`config.mk`:
```
export PLATFORM = sky130hd
export DESIGN_NAME = oasf_core
export DESIGN_NICKNAME = d
export VERILOG_FILES = /design/src/oasf_pkg.sv /design/src/oasf_ea_gen.sv /design/src/oasf_branch_gen.sv /design/src/oasf_core.sv
export VERILOG_INCLUDE_DIRS = /design/src
export SDC_FILE = /design/constraint.sdc
export NUM_CORES = 1
export LEC_CHECK = 0
export ABC_AREA = 1
export ABC_CLOCK_PERIOD_IN_PS = 1650
export BUFFER_PORTS_ARGS = -buffer_cell sky130_fd_sc_hd__buf_2
export CORE_ASPECT_RATIO = 0.75
export CORE_MARGIN = 8
export CORE_UTILIZATION = 30
export DETAILED_ROUTE_END_ITERATION = 10
export GPL_ROUTABILITY_DRIVEN = 1
export SLEW_MARGIN = 20
export SYNTH_ARGS = -nofsm -noshare
export SYNTH_HDL_FRONTEND = slang
export SYNTH_HIERARCHICAL = 1
export SYNTH_SLANG_ARGS = --single-unit
```
`constraint.sdc`:
```
create_clock -name clk -period 1.65 [get_ports clk]
set_clock_uncertainty 0.05 [all_clocks]
set_input_delay 0.2475 -clock clk [delete_from_list [all_inputs] [get_ports clk]]
set_output_delay 0.2475 -clock clk [all_outputs]
set_load 0.005 [all_outputs]
```
`src/oasf_map.svh`:
```
// register offsets, field positions, reset values and step constants
`ifndef OASF_MAP_SVH
`define OASF_MAP_SVH
`define OASF_OFF_FLAGS 12'h000
`define OASF_OFF_CTRL 12'h004
`define OASF_OFF_LAST_EA 12'h008
`define OASF_FLAGS_RST 16'h0000
`define OASF_FLAGS_WMASK 16'hfe0f
`define OASF_CTRL_RST 1'b0
`define OASF_CTRL_HOLD_POS 0
`define OASF_LGT_POS 15
`define OASF_AGT_POS 14
`define OASF_EQ_POS 13
`define OASF_CARRY_POS 12
`define OASF_OVF_POS 11
`define OASF_PAR_POS 10
`define OASF_XOP_POS 9
`define OASF_RSVD_HI 8
`define OASF_RSVD_LO 4
`define OASF_MASK_LSB 0
`define OASF_MASK_W 4
`define OASF_BYTE_POS 12
`define OASF_TS_LSB 4
`define OASF_S_LSB 0
`define OASF_TD_LSB 10
`define OASF_D_LSB 6
`define OASF_AINC_BYTE 16'h0001
`define OASF_AINC_WORD 16'h0002
`define OASF_OVF_VALUE 16'h8000
`define OASF_PAR_MIN_CNT 5'h01
`define OASF_PAR_MAX_CNT 5'h08
`endif

```
`src/oasf_pkg.sv`:
```
// types shared by the address and status flag block
package oasf_pkg;
    typedef enum logic [1:0] {
        OASF_MD_REG = 2'b00,
        OASF_MD_IND = 2'b01,
        OASF_MD_SYM = 2'b10,
        OASF_MD_AINC = 2'b11
    } oasf_mode_t;
    typedef enum logic [1:0] {
        OASF_EA_REG = 2'b00,
        OASF_EA_MEM = 2'b01,
        OASF_EA_IMM = 2'b10
    } oasf_ea_kind_t;
    typedef enum logic [4:0] {
        OASF_OP_NONE, OASF_OP_ADD, OASF_OP_SUB, OASF_OP_CMP, OASF_OP_CMPI,
        OASF_OP_MOVE, OASF_OP_LOGIC, OASF_OP_COC, OASF_OP_CZC, OASF_OP_TB,
        OASF_OP_ABS, OASF_OP_NEG, OASF_OP_INC, OASF_OP_DEC, OASF_OP_SLA,
        OASF_OP_SHIFT, OASF_OP_DIV, OASF_OP_SERIAL, OASF_OP_XOP,
        OASF_OP_MASK_LOAD_OP, OASF_OP_CONTEXT_RETURN
    } oasf_op_t;
    typedef enum logic [1:0] {
        OASF_APB_IDLE = 2'b00,
        OASF_APB_RESP = 2'b01
    } oasf_apb_st_t;
    typedef struct packed {
        logic [15:0] instr;
        logic dstSide;
        logic immed;
        logic [15:0] regVal;
        logic [15:0] extWord;
        logic [15:0] pc;
        logic [15:0] serialBase;
    } oasf_ea_req_t;
    typedef struct packed {
        oasf_ea_kind_t kind;
        logic [3:0] regSel;
        logic byteOp;
        logic [15:0] addr;
        logic [15:0] ptrNext;
        logic ptrWr;
        logic extUsed;
        logic [15:0] pcTarget;
        logic [11:0] bitAddr;
    } oasf_ea_rsp_t;
    typedef struct packed {
        oasf_op_t op;
        logic byteOp;
        logic [15:0] src;
        logic [15:0] dst;
        logic [15:0] result;
        logic carryOut;
        logic shiftOut;
        logic serialInBit;
        logic [4:0] bitCount;
    } oasf_flag_req_t;
endpackage

```
`src/oasf_ea_gen.sv`:
```
// operand effective address generation for one operand field
`timescale 1ns/1ps
`include "oasf_map.svh"
module oasf_ea_gen import oasf_pkg::*; (
    input wire oasf_ea_req_t req,
    output oasf_ea_rsp_t rsp
);
    logic [1:0] modeBits;
    logic [15:0] stepV;
    always_comb begin
        modeBits = req.dstSide ? req.instr[`OASF_TD_LSB +: 2]
                               : req.instr[`OASF_TS_LSB +: 2];
        rsp = '0;
        rsp.regSel = req.dstSide ? req.instr[`OASF_D_LSB +: 4]
                                 : req.instr[`OASF_S_LSB +: 4];
        rsp.byteOp = req.instr[`OASF_BYTE_POS];
        stepV = rsp.byteOp ? `OASF_AINC_BYTE : `OASF_AINC_WORD;
        rsp.kind = OASF_EA_MEM;
        if (req.immed) begin
            rsp.kind = OASF_EA_IMM;
            rsp.addr = req.extWord;
            rsp.extUsed = 1'b1;
        end else begin
            case (oasf_mode_t'(modeBits))
                OASF_MD_REG: begin
                    rsp.kind = OASF_EA_REG;
                end
                OASF_MD_IND: begin
                    rsp.addr = req.regVal;
                end
                OASF_MD_AINC: begin
                    rsp.addr = req.regVal;
                    rsp.ptrNext = req.regVal + stepV;
                    rsp.ptrWr = 1'b1;
                end
                default: begin
                    rsp.extUsed = 1'b1;
                    if (rsp.regSel == 4'h0) begin
                        rsp.addr = req.extWord;
                    end else begin
                        rsp.addr = req.extWord + req.regVal;
                    end
                end
            endcase
        end
    end
endmodule // oasf_ea_gen

```
`src/oasf_branch_gen.sv`:
```
// relative jump target and serial bit address from the displacement byte
`timescale 1ns/1ps
module oasf_branch_gen (
    input wire logic [15:0] instr,
    input wire logic [15:0] pc,
    input wire logic [15:0] serialBase,
    output logic [15:0] pcTarget,
    output logic [11:0] bitAddr
);
    logic [7:0] disp;
    always_comb begin
        disp = instr[7:0];
        pcTarget = pc + {{7{disp[7]}}, disp, 1'b0};
        bitAddr = serialBase[12:1] + {{4{disp[7]}}, disp};
    end
endmodule // oasf_branch_gen

```
`src/oasf_core.sv`:
```
// address generation, status flags and apb register slave
//
// Summary of operation
// - register mode uses workspace register as operand
// - auto-increment reads via pointer, then advances it
// - pointer step is one for byte, two word
// - direct mode takes extension word as address
// - indexed mode adds extension base and index register
// - mode field 00/01/11/10; register zero never indexes
// - immediate operand is the following word itself
// - jump adds doubled signed displacement to pc
// - bit address is serial base plus displacement
// - flags high, mask low, middle bits zero
// - compare sets logical-greater from signs and difference
// - compare immediate sets arithmetic-greater likewise
// - arithmetic, move, logic, shift and serial ops compare result against zero; abs compares its source
// - equal from compares, mask tests, input bit, zero
// - carry from adder or last shifted bit
// - add overflow on like signs, changed result sign
// - subtract overflow on unlike signs, changed sign
// - overflow for shift, step sign flip, 8000 hex
// - divide overflow when quotient cannot fit
// - byte parity from result or source byte
// - serial parity only for counts one to eight
// - trap instruction sets extended-operation flag
// - mask from immediate word or saved flags
// - byte-select bit chooses byte or word operands
//
// The register offsets and the APB interface to the registers were left to the implementer.
`timescale 1ns/1ps
`include "oasf_map.svh"
module oasf_core import oasf_pkg::*; (
    input wire logic clk,
    input wire logic rst_n,
    input wire logic psel,
    input wire logic penable,
    input wire logic pwrite,
    input wire logic [11:0] paddr,
    input wire logic [31:0] pwdata,
    output logic [31:0] prdata,
    output logic pready,
    output logic pslverr,
    input wire logic eaReqValid,
    input wire oasf_ea_req_t eaReq,
    output logic eaRspValid,
    output oasf_ea_rsp_t eaRsp,
    input wire logic flagReqValid,
    input wire oasf_flag_req_t flagReq,
    output logic flagsUpdated,
    output logic [15:0] cpuFlags
);
    oasf_apb_st_t apbState_ff;
    logic pready_ff;
    logic pslverr_ff;
    logic [31:0] prdata_ff;
    logic [15:0] flags_ff;
    logic [15:0] nxt_flags;
    logic ctrlHold_ff;
    logic [15:0] lastEa_ff;
    logic eaRspValid_ff;
    oasf_ea_rsp_t eaRsp_ff;
    oasf_ea_rsp_t eaComb;
    logic flagsUpdated_ff;
    logic [15:0] pcTargetC;
    logic [11:0] bitAddrC;
    logic apbCommit;
    logic [15:0] sV;
    logic [15:0] dV;
    logic [15:0] rV;
    logic [15:0] diffV;
    logic topSame;
    logic cmpLgt;
    logic cmpAgt;
    logic [16:0] slaShift;
    logic [15:0] topMask;
    logic slaChg;
    logic serCntOk;

    // byte operands live in the high byte; low byte is ignored
    function automatic logic [15:0] laneOf(logic [15:0] v, logic b);
        return b ? {v[15:8], 8'h00} : v;
    endfunction

    // logical-greater, arithmetic-greater, equal against zero
    function automatic logic [2:0] zeroCmp(logic [15:0] v);
        return {|v, (|v) & ~v[15], ~|v};
    endfunction

    function automatic logic isMapped(logic [11:0] a);
        if (a == `OASF_OFF_FLAGS) begin
            return 1'b1;
        end else if (a == `OASF_OFF_CTRL) begin
            return 1'b1;
        end else if (a == `OASF_OFF_LAST_EA) begin
            return 1'b1;
        end else begin
            return 1'b0;
        end
    endfunction

    oasf_ea_gen u_ea_gen (
        .req(eaReq),
        .rsp(eaComb)
    );

    oasf_branch_gen u_branch_gen (
        .instr(eaReq.instr),
        .pc(eaReq.pc),
        .serialBase(eaReq.serialBase),
        .pcTarget(pcTargetC),
        .bitAddr(bitAddrC)
    );

    // address results are registered one cycle after the request
    always_ff @(posedge clk or negedge rst_n) begin
        if (!rst_n) begin
            eaRsp_ff <= '0;
            eaRspValid_ff <= 1'b0;
        end else begin
            eaRspValid_ff <= eaReqValid;
            if (eaReqValid) begin
                eaRsp_ff <= eaComb;
                eaRsp_ff.pcTarget <= pcTargetC;
                eaRsp_ff.bitAddr <= bitAddrC;
            end
        end
    end

    always_ff @(posedge clk or negedge rst_n) begin
        if (!rst_n) begin
            lastEa_ff <= 16'h0000;
        end else if (eaReqValid) begin
            lastEa_ff <= eaComb.addr;
        end
    end

    always_comb begin
        sV = laneOf(flagReq.src, flagReq.byteOp);
        dV = laneOf(flagReq.dst, flagReq.byteOp);
        rV = laneOf(flagReq.result, flagReq.byteOp);
        diffV = dV - sV;
        topSame = (sV[15] == dV[15]);
        cmpLgt = (sV[15] & ~dV[15]) | (topSame & diffV[15]);
        cmpAgt = (~sV[15] & dV[15]) | (topSame & diffV[15]);
        slaShift = 17'h0ffff >> ({1'b0, flagReq.bitCount} + 6'h01);
        topMask = ~slaShift[15:0];
        slaChg = ((sV & topMask) != 16'h0000) && ((sV & topMask) != topMask);
        serCntOk = (flagReq.bitCount >= `OASF_PAR_MIN_CNT)
                && (flagReq.bitCount <= `OASF_PAR_MAX_CNT);
        nxt_flags = flags_ff;
        case (flagReq.op)
            OASF_OP_ADD, OASF_OP_SUB: begin
                nxt_flags[`OASF_LGT_POS -: 3] = zeroCmp(rV);
                nxt_flags[`OASF_CARRY_POS] = flagReq.carryOut;
                if (flagReq.op == OASF_OP_ADD) begin
                    nxt_flags[`OASF_OVF_POS] = topSame
                        & (rV[15] != dV[15]);
                end else begin
                    nxt_flags[`OASF_OVF_POS] = ~topSame
                        & (rV[15] != dV[15]);
                end
                if (flagReq.byteOp) begin
                    nxt_flags[`OASF_PAR_POS] = ^rV;
                end
            end
            OASF_OP_CMP, OASF_OP_CMPI: begin
                nxt_flags[`OASF_LGT_POS] = cmpLgt;
                nxt_flags[`OASF_AGT_POS] = cmpAgt;
                nxt_flags[`OASF_EQ_POS] = (sV == dV);
                if (flagReq.byteOp) begin
                    nxt_flags[`OASF_PAR_POS] = ^sV;
                end
            end
            OASF_OP_MOVE, OASF_OP_LOGIC: begin
                nxt_flags[`OASF_LGT_POS -: 3] = zeroCmp(rV);
                if (flagReq.byteOp) begin
                    nxt_flags[`OASF_PAR_POS] = (flagReq.op == OASF_OP_MOVE)
                        ? ^sV : ^rV;
                end
            end
            OASF_OP_COC: begin
                nxt_flags[`OASF_EQ_POS] =
                    ((sV & ~dV) == 16'h0000);
            end
            OASF_OP_CZC: begin
                nxt_flags[`OASF_EQ_POS] = ((sV & dV) == 16'h0000);
            end
            OASF_OP_TB: begin
                nxt_flags[`OASF_EQ_POS] = flagReq.serialInBit;
            end
            OASF_OP_ABS, OASF_OP_NEG: begin
                nxt_flags[`OASF_LGT_POS -: 3] = zeroCmp(
                    (flagReq.op == OASF_OP_ABS) ? sV : rV);
                nxt_flags[`OASF_CARRY_POS] = flagReq.carryOut;
                nxt_flags[`OASF_OVF_POS] =
                    (flagReq.src == `OASF_OVF_VALUE);
            end
            OASF_OP_INC, OASF_OP_DEC: begin
                nxt_flags[`OASF_LGT_POS -: 3] = zeroCmp(rV);
                nxt_flags[`OASF_CARRY_POS] = flagReq.carryOut;
                nxt_flags[`OASF_OVF_POS] = (flagReq.op == OASF_OP_INC)
                    ? (~sV[15] & rV[15]) : (sV[15] & ~rV[15]);
            end
            OASF_OP_SLA, OASF_OP_SHIFT: begin
                nxt_flags[`OASF_LGT_POS -: 3] = zeroCmp(rV);
                nxt_flags[`OASF_CARRY_POS] = flagReq.shiftOut;
                if (flagReq.op == OASF_OP_SLA) begin
                    nxt_flags[`OASF_OVF_POS] = slaChg;
                end
            end
            OASF_OP_DIV: begin
                nxt_flags[`OASF_OVF_POS] = (~sV[15] & dV[15])
                    | (topSame & ~diffV[15]);
            end
            OASF_OP_SERIAL: begin
                nxt_flags[`OASF_LGT_POS -: 3] = zeroCmp(rV);
                nxt_flags[`OASF_PAR_POS] = serCntOk & (^sV);
            end
            OASF_OP_XOP: begin
                nxt_flags[`OASF_XOP_POS] = 1'b1;
            end
            OASF_OP_MASK_LOAD_OP: begin
                nxt_flags[`OASF_MASK_LSB +: `OASF_MASK_W] =
                    flagReq.src[`OASF_MASK_LSB +: `OASF_MASK_W];
            end
            OASF_OP_CONTEXT_RETURN: begin
                nxt_flags = flagReq.src & `OASF_FLAGS_WMASK;
            end
            default: begin
                nxt_flags = flags_ff;
            end
        endcase
    end

    assign apbCommit = psel && penable && pready_ff;

    // a flag update from the sequencer wins over a software write
    always_ff @(posedge clk or negedge rst_n) begin
        if (!rst_n) begin
            flags_ff <= `OASF_FLAGS_RST;
            flagsUpdated_ff <= 1'b0;
        end else begin
            flagsUpdated_ff <= flagReqValid && !ctrlHold_ff;
            if (flagReqValid && !ctrlHold_ff) begin
                flags_ff <= nxt_flags & `OASF_FLAGS_WMASK;
            end else if (apbCommit && pwrite
                         && paddr == `OASF_OFF_FLAGS) begin
                flags_ff <= pwdata[15:0] & `OASF_FLAGS_WMASK;
            end
        end
    end

    always_ff @(posedge clk or negedge rst_n) begin
        if (!rst_n) begin
            ctrlHold_ff <= `OASF_CTRL_RST;
        end else if (apbCommit && pwrite && paddr == `OASF_OFF_CTRL) begin
            ctrlHold_ff <= pwdata[`OASF_CTRL_HOLD_POS];
        end
    end

    // one wait state: pready rises the cycle after the access phase starts
    always_ff @(posedge clk or negedge rst_n) begin
        if (!rst_n) begin
            apbState_ff <= OASF_APB_IDLE;
            pready_ff <= 1'b0;
            pslverr_ff <= 1'b0;
            prdata_ff <= 32'h00000000;
        end else begin
            case (apbState_ff)
                OASF_APB_IDLE: begin
                    if (psel && penable) begin
                        apbState_ff <= OASF_APB_RESP;
                        pready_ff <= 1'b1;
                        pslverr_ff <= !isMapped(paddr);
                        if (pwrite) begin
                            prdata_ff <= 32'h00000000;
                        end else if (paddr == `OASF_OFF_FLAGS) begin
                            prdata_ff <= {16'h0000, flags_ff};
                        end else if (paddr == `OASF_OFF_CTRL) begin
                            prdata_ff <= {31'h00000000, ctrlHold_ff};
                        end else if (paddr == `OASF_OFF_LAST_EA) begin
                            prdata_ff <= {16'h0000, lastEa_ff};
                        end else begin
                            prdata_ff <= 32'h00000000;
                        end
                    end
                end
                default: begin
                    apbState_ff <= OASF_APB_IDLE;
                    pready_ff <= 1'b0;
                    pslverr_ff <= 1'b0;
                end
            endcase
        end
    end

    assign prdata = prdata_ff;
    assign pready = pready_ff;
    assign pslverr = pslverr_ff;
    assign eaRspValid = eaRspValid_ff;
    assign eaRsp = eaRsp_ff;
    assign flagsUpdated = flagsUpdated_ff;
    assign cpuFlags = flags_ff;
endmodule // oasf_core

```
==> results.txt <==
Count of boundary I/O pins: 316
Die W: 230 µm
Failing checks: setup timing
CP startpoint kind: input port
Sink Count: 101
Syn-to-layout area delta: 45.9%
Worst r2r src: ctrlHold_ff
Die height: 176 µm
Vias in the first global route: 11700
Hold depth: 2
Pleak: 0.00837 µW
Critical-path cell list: buf_12 -> nor2_4 -> inv_2 -> ha_4 -> nand2_4 -> o21ai_2 -> a21oi_2 -> o21ai_1 -> a21o_1 -> a21oi_4 -> fa_2 -> o221ai_2 -> nor2_1 -> nand2_1 -> nand2_1 -> a21oi_2
Hold path start: eaReq[16]
H-tree levels: 3
Fmax: 466 MHz
Top fanout value on the critical path: 4
Clock latency on the worst-skew pair: 0.36 ns
Post-route cell area: 15000 µm²
Switch Pwr: 3150 µW
Final Util: 44.5%
Combinational share of power: 43.5%
Run status: finished, violations left
Pre-antenna DRT Iters: 5
Kind of end point of the critical path: register
Crit path DAT: 2.38 ns
Core Box Area: 33600 µm²
Ys Warns: 6
Post-Layout Cell Count: 2462
Largest net degree at the start of global routing: 41
PwrDens: 583 nW/µm²
Initial antenna violation count: 3
Endpoints failing hold: 0
Max-slew violation count: 0
Die ar.: 40400 µm²
Setup violations, final: 7
Initial core utilization: 30.5%
Cell Area, Synth: 10300 µm²
DP Wirelength: 35200 µm
Clock Tree Buf Depth: 2
Total grt overflow: 0
Final RePlAce weighted congestion: 0.992
CTS root buf: clkbuf_16
Cell Int Power: 5580 µW
Final Cycle Share: 130%
Critical path launch point: flagReq[56]
Number of routed nets with antenna violations: 0
RSZ-0062 raised after global routing: true
Maxcap violations: 0
Post-Route WL: 41200 µm
Clock Power Share: 23.4%
CTS Buf Count: 9
Vias per inst: 4.67
CTS tree: built
Placed cells: 2431
Reg2reg setup slack: 0.04 ns
Drt wl/cell: 16.7 µm
I/O Buffers: 266
Post-DP Area: 14100 µm²
Crit path kind: input port to register
Via count: 11500
R2R cell count: 10
Clk slew on worst S/H paths: 0.07 ns
Num rows: 58
Sequential share of power: 33.1%
Final setup margin: -0.494 ns
Max incr delay on CP: 0.38 ns
Nets: 2307
Avg Inst Size Synth: 6.87 µm²
Sw Ratio: 36.1%
Req. time, crit path: 1.89 ns
Hold Path Class: input port to register
GRT Overall Usage: 19.9%
Slowest stage cell, crit path: fa_2
Worst hold slack: 0.0676 ns
Peak supply drop: 0.447 mV
Cells after Synth: 1492
DRT iter0 DRCs: 766
Global-route wire length before repair: 64100 µm
Layout cells sized above 1: 37.0%
Setup tns final: -1.79 ns
Final min period: 2.14 ns
DRC violations left: 0
==> area by class of cell <==
cell class	count	area (µm²)
Timing Repair inverter	1	3.75
Clock buffer	11	243
Sequential cell	101	2530
Fill cell	3430	18600
Timing Repair Buffer	534	3540
Clock inverter	5	35.0
Tap cell	450	563
Inverter	241	922
Antenna cell	1	2.50
Multi-Input combinational cell	1118	7130
==> power by group through the flow <==
stage / clock network (µW) / logic (µW) / registers (µW)
finish: 2040 / 3800 / 2890
global route: 2220 / 4200 / 2930
CTS: 2130 / 3650 / 2890
detailed placement: 0 / 3560 / 2940
global placement: 0 / 3540 / 2930
floorplan: 0 / 1770 / 2930
==> worst max-delay path, delay by kind of cell <==
kind	cells	cell delay, ns
fa+ha+maj	2	0.66
simple gates	5	0.35
compound gates	7	0.93
buf+inv	2	0.19
==> cells in the final DEF, fill, tap and decap left out, types with 12 or more instances in the layout <==
cell type,instances
o21ai_2,13
buf_2,259
nand3_1,85
mux2_2,48
nor3_1,12
inv_1,224
nand2_2,14
nand4_1,29
conb_1,21
o21ai_1,18
buf_4,253
xnor2_1,20
xor2_1,16
o21ai_0,55
inv_2,13
ha_4,21
a21oi_1,46
a21oi_2,16
nor2_1,110
ha_1,78
nand2_1,405
dfrtp_1,101
==> registers in the layout, indices dropped and copies added, names as in the netlist <==
| register | flops |
|---|---|
| prdata | 16 |
| eaRsp | 53 |
| ctrlHold_ff | 1 |
| flagsUpdated | 1 |
| eaRspValid | 1 |
| cpuFlags | 11 |
| apbState_ff | 1 |
| pslverr | 1 |
| lastEa_ff | 16 |
==> per-stage QoR <==
step / total power (µW) / setup WS (ns)
final: 8730 / -0.494
after global routing: 9340 / -0.614
after CTS: 8670 / -0.456
after detailed placement: 6500 / -0.962
after global placement: 6470 / -0.968
after floorplan: 4700 / -0.793
==> metal layers <==
metal | vias up | routed length (µm) | GRT usage, %
met5 | - | 23 | 0
met4 | 4 | 786 | 4.67
met3 | 40 | 2960 | 4.51
met2 | 344 | 17700 | 30.7
met1 | 5344 | 19800 | 27.8
li1 | 5772 | - | -
==> worst paths after layout <==
check,end
min,eaRsp[12]
max in group asynchronous,lastEa_ff[6]
min reg2reg,prdata[7]
min in group asynchronous,eaRsp[43]
max,cpuFlags[11]
max reg2reg,cpuFlags[13]
==> timing repair <==
item                       CTS  global route
hold buffers                 1             0
gates resized for setup     34            77
hold endpoints to repair    61             0
cloned                       1             0
setup endpoints to repair   15            30
setup buffers               16             4
pin swaps                   24            46
(Power assumes the default switching activity.)
